<file path="src/inc/frt_pkg.sv">
// constants and types shared by the free running timer files
package frt_pkg;

    // ==========================================================
    // register byte offsets
    localparam logic [7:0] FRT_OFF_COUNTER   = 8'h00;
    localparam logic [7:0] FRT_OFF_COMPARE_A = 8'h04;
    localparam logic [7:0] FRT_OFF_COMPARE_B = 8'h08;
    localparam logic [7:0] FRT_OFF_CAPTURE_A = 8'h0C;
    localparam logic [7:0] FRT_OFF_CAPTURE_B = 8'h10;
    localparam logic [7:0] FRT_OFF_CAPTURE_C = 8'h14;
    localparam logic [7:0] FRT_OFF_CAPTURE_D = 8'h18;
    localparam logic [7:0] FRT_OFF_STATUS    = 8'h1C;
    localparam logic [7:0] FRT_OFF_CONTROL   = 8'h20;
    localparam logic [7:0] FRT_OFF_IRQ_MASK  = 8'h24;
    localparam logic [7:0] FRT_OFF_IRQ_STAT  = 8'h28;

    // ==========================================================
    // status register fields
    localparam int FRT_ST_CAP_A   = 7;
    localparam int FRT_ST_CAP_B   = 6;
    localparam int FRT_ST_CAP_C   = 5;
    localparam int FRT_ST_CAP_D   = 4;
    localparam int FRT_ST_MATCH_A = 3;
    localparam int FRT_ST_MATCH_B = 2;
    localparam int FRT_ST_WRAP    = 1;
    localparam int FRT_ST_CLR_A   = 0;

    // ==========================================================
    // timer control fields
    localparam int FRT_TC_EDGE_HI = 7;
    localparam int FRT_TC_EDGE_LO = 4;
    localparam int FRT_TC_BUF_A   = 3;
    localparam int FRT_TC_BUF_B   = 2;
    localparam int FRT_TC_CLK_HI  = 1;
    localparam int FRT_TC_CLK_LO  = 0;

    // ==========================================================
    // reset values and counter constants
    localparam logic [15:0] FRT_CNT_RESET  = 16'h0000;
    localparam logic [15:0] FRT_CNT_MAX    = 16'hFFFF;
    localparam logic [15:0] FRT_CMP_RESET  = 16'hFFFF;
    localparam logic [7:0]  FRT_CTRL_RESET = 8'h00;
    localparam logic [7:0]  FRT_FLAG_RESET = 8'h00;
    localparam logic [4:0]  FRT_PRE_RESET  = 5'h00;
    localparam logic [4:0]  FRT_DIV2_MASK  = 5'h01;
    localparam logic [4:0]  FRT_DIV8_MASK  = 5'h07;
    localparam logic [4:0]  FRT_DIV32_MASK = 5'h1F;
    localparam logic [31:0] FRT_RD_ZERO    = 32'h0000_0000;

    // counter clock source codes
    typedef enum logic [1:0] {
        FRT_CLK_DIV2  = 2'b00,
        FRT_CLK_DIV8  = 2'b01,
        FRT_CLK_DIV32 = 2'b10,
        FRT_CLK_EXT   = 2'b11
    } frt_clk_src_t;

endpackage

</file>
<file path="src/inc/frt_edge_if.sv">
// timer core to edge detector signals
interface frt_edge_if;
    logic [3:0] cap_pin;
    logic [3:0] edge_sel;
    logic       ext_pin;
    logic [3:0] cap_evt;
    logic       ext_rise;

    modport detect (input cap_pin, input edge_sel, input ext_pin, output cap_evt, output ext_rise);
    modport core   (output cap_pin, output edge_sel, output ext_pin, input cap_evt, input ext_rise);
endinterface

</file>
<file path="src/hw/frt_edge_detect.sv">
// edge detector for the capture inputs and the external count clock
module frt_edge_detect
    import frt_pkg::*;
(
    input  wire logic    hclk,
    input  wire logic    hresetn,
    frt_edge_if.detect   eif
);

    logic [3:0] cap_prev_reg;
    logic       ext_prev_reg;

    // ==========================================================
    // previous pin levels, pins are already synchronous
    always_ff @(posedge hclk or negedge hresetn) begin
        if (!hresetn) begin
            cap_prev_reg <= 4'h0;
            ext_prev_reg <= 1'b0;
        end else begin
            cap_prev_reg <= eif.cap_pin;
            ext_prev_reg <= eif.ext_pin;
        end
    end

    // ==========================================================
    // per channel edge choice: 1 rising, 0 falling
    // selected capture edge
    always_comb begin
        for (int i = 0; i < 4; i++) begin
            if (eif.edge_sel[i]) begin
                eif.cap_evt[i] = eif.cap_pin[i] & ~cap_prev_reg[i];
            end else begin
                eif.cap_evt[i] = ~eif.cap_pin[i] & cap_prev_reg[i];
            end
        end
    end

    assign eif.ext_rise = eif.ext_pin & ~ext_prev_reg;

endmodule // frt_edge_detect

</file>
<file path="src/hw/frt_timer.sv">
// free running timer with compare, capture and ahb-lite registers
//
// How it works
// - match A sets status bit 3
// - match B sets status bit 2
// - counter wrap sets status bit 1
// - flag clears by read-one then write-zero
// - bit 0 clears counter on match A
// - per-input edge select, 1 rising
// - buffer A: register C backs A
// - buffer B: register D backs B
// - codes 00/01/10 pick div 2/8/32
// - code 11 counts external rising edges
// - buffered B capture shifts B into D
// - buffered A: input C flags, no store
//
// Chosen here: register access over AHB-Lite and the address map.
module frt_timer
    import frt_pkg::*;
(
    input  wire logic        hclk,
    input  wire logic        hresetn,
    input  wire logic        hsel,
    input  wire logic [31:0] haddr,
    input  wire logic [1:0]  htrans,
    input  wire logic        hwrite,
    input  wire logic [2:0]  hsize,
    input  wire logic [31:0] hwdata,
    input  wire logic        hready,
    output logic             hreadyout,
    output logic             hresp,
    output logic [31:0]      hrdata,
    input  wire logic        capture_in_a,
    input  wire logic        capture_in_b,
    input  wire logic        capture_in_c,
    input  wire logic        capture_in_d,
    input  wire logic        ext_count_clock_in,
    output logic             irq
);

    // ==========================================================
    // state
    logic [15:0] free_counter_reg;
    logic [15:0] free_counter_next;
    logic [15:0] compare_reg_a_reg;
    logic [15:0] compare_reg_b_reg;
    logic [15:0] capture_reg_a_reg;
    logic [15:0] capture_reg_b_reg;
    logic [15:0] capture_reg_c_reg;
    logic [15:0] capture_reg_d_reg;
    logic [7:0]  timer_control_reg;
    logic        clear_on_match_a_reg;
    logic [7:1]  flags_reg;
    logic [7:1]  flags_next;
    logic [7:1]  armed_reg;
    logic [7:1]  irq_stat_reg;
    logic [7:1]  irq_mask_reg;
    logic [4:0]  prescale_reg;
    logic        wr_pend_reg;
    logic [7:0]  wr_addr_reg;
    logic [31:0] hrdata_reg;

    // ==========================================================
    // decoded controls and events
    logic         edge_sel_cap_a;
    logic         edge_sel_cap_b;
    logic         edge_sel_cap_c;
    logic         edge_sel_cap_d;
    logic         buffer_pair_a;
    logic         buffer_pair_b;
    logic         clk_source_hi;
    logic         clk_source_lo;
    frt_clk_src_t clk_src;
    logic         count_tick;
    logic         match_a_hit;
    logic         match_b_hit;
    logic         wrap_hit;
    logic [7:1]   evt;
    logic [7:1]   flag_clr;
    logic         addr_phase;
    logic         rd_now;
    logic [7:0]   rd_addr;
    logic         wr_status;
    logic         wr_counter;

    frt_edge_if eif ();

    // ==========================================================
    // read mux, used only by the read data path
    function automatic logic [31:0] reg_read(input logic [7:0] a);
        logic [31:0] v;
        v = FRT_RD_ZERO;
        unique case (a)
            FRT_OFF_COUNTER:   v[15:0] = free_counter_reg;
            FRT_OFF_COMPARE_A: v[15:0] = compare_reg_a_reg;
            FRT_OFF_COMPARE_B: v[15:0] = compare_reg_b_reg;
            FRT_OFF_CAPTURE_A: v[15:0] = capture_reg_a_reg;
            FRT_OFF_CAPTURE_B: v[15:0] = capture_reg_b_reg;
            FRT_OFF_CAPTURE_C: v[15:0] = capture_reg_c_reg;
            FRT_OFF_CAPTURE_D: v[15:0] = capture_reg_d_reg;
            FRT_OFF_STATUS:    v[7:0]  = {flags_reg, clear_on_match_a_reg};
            FRT_OFF_CONTROL:   v[7:0]  = timer_control_reg;
            FRT_OFF_IRQ_MASK:  v[7:0]  = {irq_mask_reg, 1'b0};
            FRT_OFF_IRQ_STAT:  v[7:0]  = {irq_stat_reg, 1'b0};
            default:           v       = FRT_RD_ZERO;
        endcase
        return v;
    endfunction

    // prescaler tap test, true once per divided period
    function automatic logic div_hit(input logic [4:0] pre, input logic [4:0] mask);
        return (pre & mask) == mask;
    endfunction

    // ==========================================================
    // control field breakout
    assign edge_sel_cap_a = timer_control_reg[FRT_TC_EDGE_HI];
    assign edge_sel_cap_b = timer_control_reg[FRT_TC_EDGE_HI - 1];
    assign edge_sel_cap_c = timer_control_reg[FRT_TC_EDGE_LO + 1];
    assign edge_sel_cap_d = timer_control_reg[FRT_TC_EDGE_LO];
    assign buffer_pair_a  = timer_control_reg[FRT_TC_BUF_A];
    assign buffer_pair_b  = timer_control_reg[FRT_TC_BUF_B];
    assign clk_source_hi  = timer_control_reg[FRT_TC_CLK_HI];
    assign clk_source_lo  = timer_control_reg[FRT_TC_CLK_LO];
    assign clk_src        = frt_clk_src_t'({clk_source_hi, clk_source_lo});

    // ==========================================================
    // edge detection for capture pins and the external clock
    assign eif.cap_pin  = {capture_in_d, capture_in_c, capture_in_b, capture_in_a};
    assign eif.edge_sel = {edge_sel_cap_d, edge_sel_cap_c, edge_sel_cap_b, edge_sel_cap_a};
    assign eif.ext_pin  = ext_count_clock_in;

    frt_edge_detect u_edge (
        .hclk    (hclk),
        .hresetn (hresetn),
        .eif     (eif.detect)
    );

    // ==========================================================
    // ahb-lite slave: zero wait states, always okay
    assign hreadyout  = 1'b1;
    assign hresp      = 1'b0;
    assign hrdata     = hrdata_reg;
    assign addr_phase = hsel && htrans[1] && hready;
    assign rd_now     = addr_phase && !hwrite;
    assign rd_addr    = haddr[7:0];
    assign wr_status  = wr_pend_reg && (wr_addr_reg == FRT_OFF_STATUS);
    assign wr_counter = wr_pend_reg && (wr_addr_reg == FRT_OFF_COUNTER);

    // write address held into the data phase
    always_ff @(posedge hclk or negedge hresetn) begin
        if (!hresetn) begin
            wr_pend_reg <= 1'b0;
            wr_addr_reg <= 8'h00;
        end else begin
            wr_pend_reg <= addr_phase && hwrite;
            if (addr_phase) begin
                wr_addr_reg <= haddr[7:0];
            end
        end
    end

    // read data taken at address phase
    always_ff @(posedge hclk or negedge hresetn) begin
        if (!hresetn) begin
            hrdata_reg <= FRT_RD_ZERO;
        end else if (rd_now) begin
            hrdata_reg <= reg_read(rd_addr);
        end
    end

    // ==========================================================
    // prescaler runs all the time so divided ticks stay periodic
    always_ff @(posedge hclk or negedge hresetn) begin
        if (!hresetn) begin
            prescale_reg <= FRT_PRE_RESET;
        end else begin
            prescale_reg <= prescale_reg + 5'h01;
        end
    end

    // count source selection
    always_comb begin
        unique case (clk_src)
            FRT_CLK_DIV2:  count_tick = div_hit(prescale_reg, FRT_DIV2_MASK);
            FRT_CLK_DIV8:  count_tick = div_hit(prescale_reg, FRT_DIV8_MASK);
            FRT_CLK_DIV32: count_tick = div_hit(prescale_reg, FRT_DIV32_MASK);
            FRT_CLK_EXT:   count_tick = eif.ext_rise;
        endcase
    end

    // ==========================================================
    // compare and wrap detection, taken on the counting tick so
    // a counter parked on a compare value flags only once
    // compare A equality
    assign match_a_hit = count_tick && (free_counter_reg == compare_reg_a_reg);
    assign match_b_hit = count_tick && (free_counter_reg == compare_reg_b_reg);
    assign wrap_hit    = count_tick && (free_counter_reg == FRT_CNT_MAX)
                         && !(match_a_hit && clear_on_match_a_reg);

    // counter next value, a software write wins over counting
    always_comb begin
        free_counter_next = free_counter_reg;
        if (wr_counter) begin
            free_counter_next = hwdata[15:0];
        end else if (count_tick) begin
            if (match_a_hit && clear_on_match_a_reg) begin
                free_counter_next = FRT_CNT_RESET;
            end else begin
                free_counter_next = free_counter_reg + 16'h0001;
            end
        end
    end

    always_ff @(posedge hclk or negedge hresetn) begin
        if (!hresetn) begin
            free_counter_reg <= FRT_CNT_RESET;
        end else begin
            free_counter_reg <= free_counter_next;
        end
    end

    // ==========================================================
    // compare registers, software writable
    always_ff @(posedge hclk or negedge hresetn) begin
        if (!hresetn) begin
            compare_reg_a_reg <= FRT_CMP_RESET;
            compare_reg_b_reg <= FRT_CMP_RESET;
        end else if (wr_pend_reg) begin
            if (wr_addr_reg == FRT_OFF_COMPARE_A) begin
                compare_reg_a_reg <= hwdata[15:0];
            end
            if (wr_addr_reg == FRT_OFF_COMPARE_B) begin
                compare_reg_b_reg <= hwdata[15:0];
            end
        end
    end

    // ==========================================================
    // capture registers A and C
    always_ff @(posedge hclk or negedge hresetn) begin
        if (!hresetn) begin
            capture_reg_a_reg <= FRT_CNT_RESET;
            capture_reg_c_reg <= FRT_CNT_RESET;
        end else begin
            if (eif.cap_evt[0]) begin
                capture_reg_a_reg <= free_counter_reg;
            end
            if (buffer_pair_a) begin
                if (eif.cap_evt[0]) begin
                    capture_reg_c_reg <= capture_reg_a_reg;
                end
            end else if (eif.cap_evt[2]) begin
                capture_reg_c_reg <= free_counter_reg;
            end
        end
    end

    // capture registers B and D
    always_ff @(posedge hclk or negedge hresetn) begin
        if (!hresetn) begin
            capture_reg_b_reg <= FRT_CNT_RESET;
            capture_reg_d_reg <= FRT_CNT_RESET;
        end else begin
            if (eif.cap_evt[1]) begin
                capture_reg_b_reg <= free_counter_reg;
            end
            if (buffer_pair_b) begin
                if (eif.cap_evt[1]) begin
                    capture_reg_d_reg <= capture_reg_b_reg;
                end
            end else if (eif.cap_evt[3]) begin
                capture_reg_d_reg <= free_counter_reg;
            end
        end
    end

    // ==========================================================
    // event vector in status layout; capture C and D still flag
    // in buffered mode, usable as plain external interrupts
    // C flags without store
    assign evt = {eif.cap_evt[0], eif.cap_evt[1], eif.cap_evt[2], eif.cap_evt[3],
                  match_a_hit, match_b_hit, wrap_hit};

    assign flag_clr = wr_status ? (~hwdata[7:1] & armed_reg) : 7'h00;

    // set wins over a clear in the same cycle
    assign flags_next = (flags_reg & ~flag_clr) | evt;

    // ==========================================================
    // status flags
    always_ff @(posedge hclk or negedge hresetn) begin
        if (!hresetn) begin
            flags_reg <= FRT_FLAG_RESET[7:1];
        end else begin
            flags_reg <= flags_next;
        end
    end

    // arming: a flag seen as one by a status read may be cleared
    // by the next status write; any status write disarms, so a
    // stale read cannot clear a later event
    always_ff @(posedge hclk or negedge hresetn) begin
        if (!hresetn) begin
            armed_reg <= FRT_FLAG_RESET[7:1];
        end else begin
            armed_reg <= (wr_status ? 7'h00 : armed_reg)
                         | ((rd_now && rd_addr == FRT_OFF_STATUS) ? flags_reg : 7'h00);
        end
    end

    // ==========================================================
    // control bits
    always_ff @(posedge hclk or negedge hresetn) begin
        if (!hresetn) begin
            timer_control_reg    <= FRT_CTRL_RESET;
            clear_on_match_a_reg <= FRT_CTRL_RESET[FRT_ST_CLR_A];
        end else begin
            if (wr_pend_reg && wr_addr_reg == FRT_OFF_CONTROL) begin
                timer_control_reg <= hwdata[7:0];
            end
            if (wr_status) begin
                clear_on_match_a_reg <= hwdata[FRT_ST_CLR_A];
            end
        end
    end

    // ==========================================================
    // interrupt status (write one to clear) and mask
    always_ff @(posedge hclk or negedge hresetn) begin
        if (!hresetn) begin
            irq_stat_reg <= FRT_FLAG_RESET[7:1];
            irq_mask_reg <= FRT_FLAG_RESET[7:1];
        end else begin
            if (wr_pend_reg && wr_addr_reg == FRT_OFF_IRQ_STAT) begin
                irq_stat_reg <= (irq_stat_reg & ~hwdata[7:1]) | evt;
            end else begin
                irq_stat_reg <= irq_stat_reg | evt;
            end
            if (wr_pend_reg && wr_addr_reg == FRT_OFF_IRQ_MASK) begin
                irq_mask_reg <= hwdata[7:1];
            end
        end
    end

    // level interrupt, high while any unmasked event is pending
    assign irq = |(irq_stat_reg & irq_mask_reg);

endmodule // frt_timer

</file>
<file path="config.mk">
export PLATFORM = sky130hd
export DESIGN_NAME = frt_timer
export DESIGN_NICKNAME = d
export VERILOG_FILES = /design/src/inc/frt_pkg.sv /design/src/inc/frt_edge_if.sv /design/src/hw/frt_edge_detect.sv /design/src/hw/frt_timer.sv
export SDC_FILE = /design/constraint.sdc
export NUM_CORES = 1
export LEC_CHECK = 0
export BUFFER_PORTS_ARGS = -buffer_cell sky130_fd_sc_hd__buf_2
export CAP_MARGIN = 10
export CORE_UTILIZATION = 38
export DETAILED_ROUTE_END_ITERATION = 10
export PLACE_DENSITY = 0.66
export SLEW_MARGIN = 10
export SYNTH_ARGS = -nofsm -noshare
export SYNTH_HDL_FRONTEND = slang
export SYNTH_SLANG_ARGS = --single-unit
</file>
<file path="constraint.sdc">
create_clock -name hclk -period 2.8 [get_ports hclk]
set_input_delay 0.56 -clock hclk [delete_from_list [all_inputs] [get_ports hclk]]
set_output_delay 0.56 -clock hclk [all_outputs]
set_load 0.02 [all_outputs]
</file>
# ---- After elaboration in Yosys (flattened, before gate mapping)
# Cells that the tools add are included.
dict set report classes {
  bitwise 28
  reduce_logical 28
  div_mod_pow 0
  n_mul 0
  n_mux 20
  order_cmp 0
  shift 0
  eq_ne 26
  n_addsub 2
}
# op n
set op_table {}
lappend op_table {{two-way mux 16 bit} 9}
lappend op_table {{one-hot mux 8 bit (11 select lines)} 1}
lappend op_table {{one-hot mux 8 bit (7 select lines)} 1}
lappend op_table {{== test 8 x 6 -> 1 bit (second input constant)} 6}
lappend op_table {{== test 8 x 5 -> 1 bit (second input constant)} 5}
lappend op_table {{== test 16 bit} 2}
lappend op_table {{AND 7 bit} 4}
lappend op_table {{two-way mux 7 bit} 4}
lappend op_table {{bitwise OR 7 bit} 4}
lappend op_table {{== test 8 x 4 -> 1 bit (second input constant)} 3}
lappend op_table {{adder 16 x 1 -> 16 bit (second input constant)} 1}
lappend op_table {{== test 16 bit (second input constant)} 1}
lappend op_table {{== test 8 x 3 -> 1 bit (second input constant)} 2}
lappend op_table {{zero test 8 bit} 2}
lappend op_table {{logical AND 1 bit} 15}
lappend op_table {{NOT 7 bit} 2}
lappend op_table {{AND 1 bit} 9}
lappend op_table {{NOT 1 bit} 9}
lappend op_table {{AND reduction 2 bit} 4}
lappend op_table {{OR reduction 7 bit} 1}
lappend op_table {{nonzero test 2 bit} 3}
lappend op_table {{adder 5 x 1 -> 5 bit (second input constant)} 1}
lappend op_table {{== test 5 bit (second input constant)} 1}
lappend op_table {{== test 2 bit (second input constant)} 2}
lappend op_table {{other kinds (7)} 12}
dict set report word_totals {
  register_bits 184
  latchBits 0
  mem_count 0
  romBits 0
  mem_bits_rw 0
}

# ---- Longest topological paths before layout
# Gate-level depths: netlist of the first run.
dict set report logic_depth {
  depth_word 9
  ltp_mapped 10
  depth_no_buf 9
}

# ---- Hierarchy
# From an unflattened synthesis of the first run, not the netlist that was laid out.
dict set report hier_totals {
  hier_cells 858
  hier_area_um2 9590.4
}
# mod area_each_um2 cells_per_inst n_inst
set modules_own_cells {}
lappend modules_own_cells {frt_timer 9372.7 840 1}
lappend modules_own_cells {frt_edge_detect 217.7 18 1}

# ---- Worst setup path before layout of the first run
# No wires, ideal clock.
dict set report synth_path {
  kind {input port to flip-flop}
  startpoint {input port haddr[5]}
  endpoint {register hrdata_reg[3] (netlist: hrdata[3])}
  path_buffers 3
  slack_ns 0.766
  t_arrival_ns 1.948
  stages 9
  required_time_ns 2.714
  setup_time_ns 0.086
  path_cell_list {buf_2 or3_1 clkbuf_1 nor2_1 buf_4 nand3_1 o21ai_0 a32oi_1 a32oi_1}
}
dict set report synth_between {
  elab_chain_cells 2
  elab_cells_between_ends 12
}
# item line_no
set synth_lines {}
lappend synth_lines {{from (decl)} frt_timer.sv:24} ;# input wire logic [31:0] haddr,
lappend synth_lines {{== test 8 x 6 -> 1 bit, or another cell as far along} frt_timer.sv:93} ;# unique case (a)
lappend synth_lines {{one-hot mux 8 bit (11 select lines) (*)} frt_timer.sv:93}
lappend synth_lines {{to (signal assigned)} frt_timer.sv:168} ;# hrdata_reg <= reg_read(rd_addr);
lappend synth_lines {{to (decl)} frt_timer.sv:61} ;# logic [31:0] hrdata_reg;
# Mark *: on every way between the ends. The rest lies on a longest branch, timed or not.
# A chain may end at the register's enable or synchronous reset.

# ---- Worst setup path after layout of the first run
dict set report layout_path {
  startpoint {register wr_addr_reg[1]}
  endpoint {register free_counter_reg[10]}
}
dict set report layout_between {
  elab_chain_cells 3
  elab_cells_between_ends 4
}
# item line_no
set layout_lines {}
lappend layout_lines {{from (decl)} frt_timer.sv:60} ;# logic [7:0] wr_addr_reg;
lappend layout_lines {{from (signal assigned)} frt_timer.sv:158} ;# wr_addr_reg <= haddr[7:0];
lappend layout_lines {{zero test 8 bit (*)} frt_timer.sv:148} ;# assign wr_counter = wr_pend_reg && (wr_addr_reg == FRT_OFF_COUNTER);
lappend layout_lines {{logical AND 1 bit (*)} frt_timer.sv:148}
lappend layout_lines {{two-way mux 16 bit or nonzero test 2 bit (tied branches)} n/a}
lappend layout_lines {{to (signal assigned)} frt_timer.sv:219} ;# free_counter_reg <= free_counter_next;
lappend layout_lines {{to (decl)} frt_timer.sv:43} ;# logic [15:0] free_counter_reg;
# Marks and branches as above.

==> results of run 1 <==
cell families (layout without fill, tap and decap cells):
kind of cell	Yosys count	after routing	share of synthesized area
and+or+nand+nor	243	243	0.131
DFF	184	184	0.481
AOI/OAI and AO/OA	181	181	0.122
muxes	150	150	0.176
buffers and inverters	91	146	0.0476
xor gates and xnor gates	41	41	0.0372
adders and majority gates	4	4	0.00518
other	2	18	0.000777
routing by layer:
layer / GRT usage / up-vias / part of all wire
li1: - / 3319 / -
met1: 0.303 / 3728 / 0.45
met2: 0.343 / 289 / 0.47
met3: 0.0344 / 61 / 0.059
met4: 0.0785 / 0 / 0.026
met5: 0 / - / 0
per-stage QoR:
stage	std cells	area, um2	hold WS (ps)
3_3_place_gp	1266	10400	456
2_1_floorplan	912	9730	264
5_1_grt	1297	11100	187
4_1_cts	1297	11100	164
6_report	1297	11100	135
3_5_place_dp	1266	10400	467
synth_stat cells (5+ instances only):
cell,count,share of area
buf_4,20,0.016
o21ai_0,50,0.026
dfrtp_1,152,0.39
mux4_2,5,0.012
buf_2,23,0.012
nand3_1,21,0.011
nor4_1,8,0.0052
xnor2_1,34,0.031
nor2b_1,6,0.0039
nand4_1,18,0.012
clkbuf_1,32,0.012
a22o_1,14,0.013
nand2b_1,6,0.0039
xor2_1,7,0.0063
o31ai_1,11,0.0085
a31oi_1,8,0.0052
buf_1,8,0.0031
a22oi_1,21,0.016
mux2_4,5,0.0078
a21oi_1,37,0.019
a32oi_1,5,0.0045
a21o_1,8,0.0062
nand2_1,98,0.038
mux2i_1,52,0.054
nor2_1,42,0.016
inv_1,6,0.0023
mux2_2,88,0.10
nor3_1,6,0.0031
dfstp_2,32,0.087
how the worst max path moves through the flow:
stage / start / end / cells after the start
finish: wr_addr_reg[1] / free_counter_reg[10] / 6
global route: prescale_reg[0] / free_counter_reg[8] / 8
CTS: wr_addr_reg[1] / free_counter_reg[10] / 6
detailed placement: haddr[4] / hrdata[3] / 5
global placement: haddr[3] / hrdata[2] / 6
floorplan: haddr[5] / hrdata[3] / 9
power by group:
part,switching [uW],leakage [uW],internal [uW]
clock,1050,0.000302,1470
combinational,630,0.00219,498
sequential,251,0.00214,2960
total,1930,0.00463,4930
area by class of cell:
type | instances | area (um2) | share of cell area
flip-flops and latches | 184 | 4640 | 0.420
multi-input cells | 637 | 4640 | 0.420
repair buffers | 109 | 724 | 0.0655
clock buffers | 20 | 467 | 0.0422
well taps | 330 | 413 | 0.0373
clock inverters | 11 | 144 | 0.0130
inverters | 6 | 22.5 | 0.00204
worst max-delay path: cells and delay by family, from the launching register on:
| kind | cells | cell delay, ps |
|---|---|---|
| compound gates | 2 | 320 |
| flops | 1 | 410 |
| simple gates | 4 | 1500 |
cells in the final DEF, fill, tap and decap left out, types with 4 or more instances in the layout:
cell type,instances
and2_1,4
buf_2,50
nand2b_1,6
nand2_1,98
nor2_1,42
nor4_1,7
dfstp_2,32
xnor2_1,34
mux2i_1,52
nand3_1,21
a22oi_1,21
mux2_2,88
a21o_1,8
inv_1,6
or3_1,4
ha_1,4
mux2_4,5
o211ai_1,4
xor2_1,7
o21ai_0,49
a31oi_1,8
buf_4,56
and3_1,4
dfrtp_1,152
a21oi_1,34
nor3_1,6
o31ai_1,11
a32oi_1,5
o22ai_1,4
nor2b_1,6
clkbuf_16,17
clkbuf_8,4
conb_1,18
clkinv_2,4
mux4_2,5
a22o_1,14
nand4_1,18
==> results.md, run 1 <==
- Number of hold buffers added after CTS: 0
- Dominant synthesized flop cell: dfrtp_1
- Total Routing Usage GR: 0.218
- Starting density of the core: 0.386
- Area grow syn2layout: 14.4%
- Global placer's final weighted congestion: 0.907
- Number of nets at the end of the flow: 1038
- Inserted Clock Buffers: 17
- Final Total Pwr: 6860 uW
- Vias in the first global route: 7258
- Async SR Flop Fraction: 1.00
- Total Die Area: 0.0261 mm2
- Final Hold Violating Endpoints: 0
- First-pass GRT wire length: 43000 um
- Largest buffer count on any clock path: 2
- Wire length per cell: 21.0 um
- Total inserted antenna cells: 0
- Drt first pass iters: 7
- Clock latency of the later-clocked register in the worst-skew pair: 430 ps
- Cell Chain, Critical Path: nor4_4 -> nand3b_4 -> or4_1 -> nand3_1 -> o41ai_1 -> a211o_1
- Crit path max-delay cell type: or4_1
- Data required time of the worst path: 3120 ps
- Post-DRT Antenna Nets: 0
- Post-Place Worst Slack: 414 ps
- Final core utilization: 0.442
- FF-to-FF Start: wr_addr_reg[1]
- Netlist Area Pre-Place: 0.00967 mm2
- Setup repair after global routing missed its margin: false
- Cell area power density: 620 mW/mm2
- Largest net degree at the start of global routing: 74
- Setup fix buffers added after clock tree synthesis: 0
- Post-cts gate resize count: 0
- FF+latch count, synth: 184
- Quantity of I/O buffers inserted on ports: 51
- Register area share after synthesis: 0.481
- Worst Max-Slew Pin Slew: 656 ps
- Floorplan die height: 161 um
- Result of the run: complete, no violations
- Post-route fraction of the period consumed by the critical path: 0.839
- Placeable core region: 0.0250 mm2
- Number of top-level pins: 114
- CTS H-tree lvls: 4
- Max-cap violations: 0
- Via density per instance: 5.70
- Critical path startpoint category: flip-flop
- Average size of a mapped cell: 10.8 um2
- Worst Skew: 8.62 ps
- Number of flops mapped to enable cells by yosys: 0
- Width of the die: 161 um
- Fillcell total: 2301
- Data arrival time of the worst path: 2670 ps
- Synthesized instance count: 896
- Count of different cell masters after synthesis: 68
- Endpoints failing setup: 0
- Max FO, Critical Path: 10
- Number of antenna violations at the first check in global routing: 0
- Crit Reg-Reg Endpoint: free_counter_reg[10]
- Total wirelength of the detailed-routed design: 27200 um
- Worst hold path type: input pin to asynchronous set/reset pin
- Minimum setup slack among reg-to-reg paths: 450 ps
- Clock-pin slew on the worst setup and hold paths: 70 ps
- Crit path kind: flip-flop to flip-flop
- Clock tree from TritonCTS: done
- Max_slew headroom: 0.563
- Root Buffer: clkbuf_16
- R2R depth: 6
- 1st-iter DRT viols: 812
- Final TNS setup: 0 ps
- Fmax: 426 MHz
- Crit. End Element: flip-flop
- Synthesis Warnings: 0
- Routed vias: 7397
- Number of rows in the core area: 58
- Sinks on Clock Net: 184
- Worst vdd rail ir drop: 0.000383 V
- Number of pins with negative max-slew slack in the final report: 0
- Global-route congestion overflow total: 0
- Final setup margin: 451 ps
- Post-route DRC violation count: 0
- Largest stage delay, worst path: 720 ps
- Leakage power figure: 0.00463 uW
- Layout cells sized above 1: 0.297
- DPL Wire Length: 19600 um
- Tmin final: 2350 ps
(Power assumes the default switching activity.)
==> inputs of run 2 (changes only) <==
--- a/config.mk
+++ b/config.mk
@@ -5,6 +5,7 @@
 export SDC_FILE = /design/constraint.sdc
 export NUM_CORES = 1
 export LEC_CHECK = 0
+export ABC_AREA = 1
 export BUFFER_PORTS_ARGS = -buffer_cell sky130_fd_sc_hd__buf_2
 export CAP_MARGIN = 10
 export CORE_UTILIZATION = 38
==> constraint.sdc (replaced) <==
create_clock -name hclk -period 2.43 [get_ports hclk]
set_input_delay 0.486 -clock hclk [delete_from_list [all_inputs] [get_ports hclk]]
set_output_delay 0.486 -clock hclk [all_outputs]
set_load 0.02 [all_outputs]
==> run 2 against run 1 <==
The run now ends with hold timing left; final area fell by 1.7%; wire length down 4.9%; power increased by 33%; sequential power grew 34%; sequential share of layout area grew 0.72 points; combinational power up 65%; hold slack lost 140 ps; clock power is 19% higher; synthesized cell count increased by 43%; flip-flop and latch count is the same; core utilization decreased by 0.87 points; global-route usage down 0.93 points; largest cell class unchanged; largest power group unchanged.
==> results.md, run 2 <==
- Fmax: 459 MHz
- 1st-iter DRT viols: 576
- Final Hold Violating Endpoints: 2
- Root Buffer: clkbuf_16
- Number of nets at the end of the flow: 1412
- Most area-consuming cells after synthesis: dfrtp_1, nand2_1, dfstp_2
- Number of rows in the core area: 58
- Post-synth top area cell: dfrtp_1
- Crit path max-delay cell type: dfrtp_1
- Post-detailed-placement cell area: 0.0102 mm2
- Cell Chain, Critical Path: a22o_1 -> a221oi_1 -> nand4_1 -> buf_2
- Final TNS setup: 0 ps
- Cell area after layout: 0.0109 mm2
- Max-cap violations: 0
- Cell area power density: 842 mW/mm2
- Synthesis Warnings: 0
- Total Die Area: 0.0261 mm2
- Worst Skew: 9.24 ps
- Synthesized instance count: 1285
- Commonest non-fill, non-tap cell in the layout: nand2_1
- First-pass GRT wire length: 42100 um
- Inserted Clock Buffers: 17
- Async SR Flop Fraction: 1.00
- DPL Wire Length: 18400 um
- Netlist Area Pre-Place: 0.00968 mm2
- FF+latch count, synth: 184
- Clock tree from TritonCTS: done
- Dominant synthesized flop cell: dfrtp_1
- Layout cells sized above 1: 0.139
- Register area share after synthesis: 0.480
- Area grow syn2layout: 12.3%
- Total Routing Usage GR: 0.208
- Largest stage delay, worst path: 400 ps
- Clock-pin slew on the worst setup and hold paths: 70 ps
- Wire length per cell: 15.5 um
- Critical path startpoint category: flip-flop
- Width of the die: 162 um
- Tmin final: 2180 ps
- Most frequently used cell type in the post-synthesis netlist: nand2_1
- Sinks on Clock Net: 184
- CTS H-tree lvls: 4
- Hold slack: -3.09 ps
- Setup repair after global routing missed its margin: false
- Starting density of the core: 0.385
- Number of flops mapped to enable cells by yosys: 0
- Average size of a mapped cell: 7.53 um2
- Post-Place Worst Slack: 228 ps
- Vias in the first global route: 7952
- Crit. End Element: output pin
- Final Total Pwr: 9150 uW
- Violations in the final reports: hold timing
- Post-route DRC violation count: 0
- Total wirelength of the detailed-routed design: 25800 um
- Result of the run: finished with violations
- Max FO, Critical Path: 3
- Global-route congestion overflow total: 0
- Worst hold path type: input pin to asynchronous set/reset pin
- Setup fix buffers added after clock tree synthesis: 0
- Largest net degree at the start of global routing: 58
- Number of buffer and inverter stages on the critical path: 1
- Post-DRT Antenna Nets: 0
- Quantity of I/O buffers inserted on ports: 51
- Clock latency of the later-clocked register in the worst-skew pair: 440 ps
- Total inserted antenna cells: 0
- Crit path kind: flip-flop to output pin
- Drt first pass iters: 5
- Routed vias: 8291
- Placeable core region: 0.0251 mm2
- Data arrival time of the worst path: 1690 ps
- Global placer's final weighted congestion: 0.904
- Family with the most delay on the worst path: compound AO/OA/AOI/OAI gates
- Worst vdd rail ir drop: 0.000506 V
- Number of top-level pins: 114
- Final setup margin: 252 ps
- Largest buffer count on any clock path: 2
- Count of different cell masters after synthesis: 38
- Endpoints failing setup: 0
- Number of pins with negative max-slew slack in the final report: 0
- Data required time of the worst path: 1940 ps
- Floorplan die height: 162 um
- Via density per instance: 4.96
- Number of antenna violations at the first check in global routing: 0
- Top-area cell type share of the netlist area: 0.393
- Number of hold buffers added after CTS: 0
- Most common library cells after synthesis: nand2_1, o21ai_0, dfrtp_1
- Post-route fraction of the period consumed by the critical path: 0.896
- Most frequent cells in the layout: nand2_1, o21ai_0, dfrtp_1, inv_1, nor2_1
- Max_slew headroom: 0.565
- Leakage power figure: 0.00559 uW
- Post-cts gate resize count: 0
- Worst Max-Slew Pin Slew: 653 ps
- Final core utilization: 0.433
==> run 2: cell types whose count changed after synthesis, moves of 13 or more <==
cell / previous run / this run
a22o_1: 14 / 1
a22oi_1: 21 / 0
inv_1: 6 / 115
inv_2: 0 / 14
mux2_2: 88 / 4
mux2i_1: 52 / 0
nand2_1: 98 / 423
nand3_1: 21 / 59
nor2_1: 42 / 115
o21ai_0: 50 / 155
xnor2_1: 34 / 15
==> run 2: final timing paths <==
kind	from	end	slack [ps]	depth (start not counted)
max	irq_mask_reg[4]	irq	250	4
min	hresetn	prescale_reg[3]	-3	1
max reg2reg	free_counter_reg[0]	irq_stat_reg[1]	370	9
min reg2reg	prescale_reg[0]	prescale_reg[0]	470	1
max in group asynchronous	hresetn	compare_reg_a_reg[12]	1730	2
min in group hclk	capture_in_d	u_edge.cap_prev_reg[3]	170	1
==> run 2: layer usage <==
layer	vias up	part of all wire	global-route usage
li1	4135	-	-
met1	3859	0.46	0.286
met2	264	0.46	0.330
met3	33	0.062	0.0385
met4	0	0.021	0.0703
met5	-	0	0
==> run 2: kinds of logic (layout without fill, tap and decap cells) <==
| logic type | Yosys count | in the layout | synth area share |
|---|---|---|---|
| multiplexers | 4 | 4 | 0.00465 |
| adder cells (fa/ha/maj) | 4 | 4 | 0.00517 |
| flip-flops | 184 | 184 | 0.480 |
| AND/OR/NAND/NOR | 643 | 643 | 0.275 |
| AO/OA/AOI/OAI | 227 | 227 | 0.122 |
| XOR/XNOR | 25 | 25 | 0.0226 |
| buffers and inverters | 196 | 237 | 0.0901 |
| other | 2 | 18 | 0.000776 |
==> run 2: final cells by class <==
cell class              instances  area, um2
well taps                     330        413
inverters                     130        488
clock inverters                13        191
repair buffers                 75        469
flip-flops and latches        184       4640
multi-input cells             921       4220
fillers                      2561      14200
clock buffers                  19        443
==> run 2: stage by stage <==
step                instances  hold slack [ps]
floorplan                1301              190
global placement         1640              461
detailed placement       1640              461
CTS                      1672             2.34
global route             1672             7.51
finish                   1672            -3.09
==> run 2: power by group <==
part | switching (uW) | internal [uW]
clock network | 1230 | 1760
registers | 589 | 3710
logic | 1180 | 683
total | 2990 | 6150
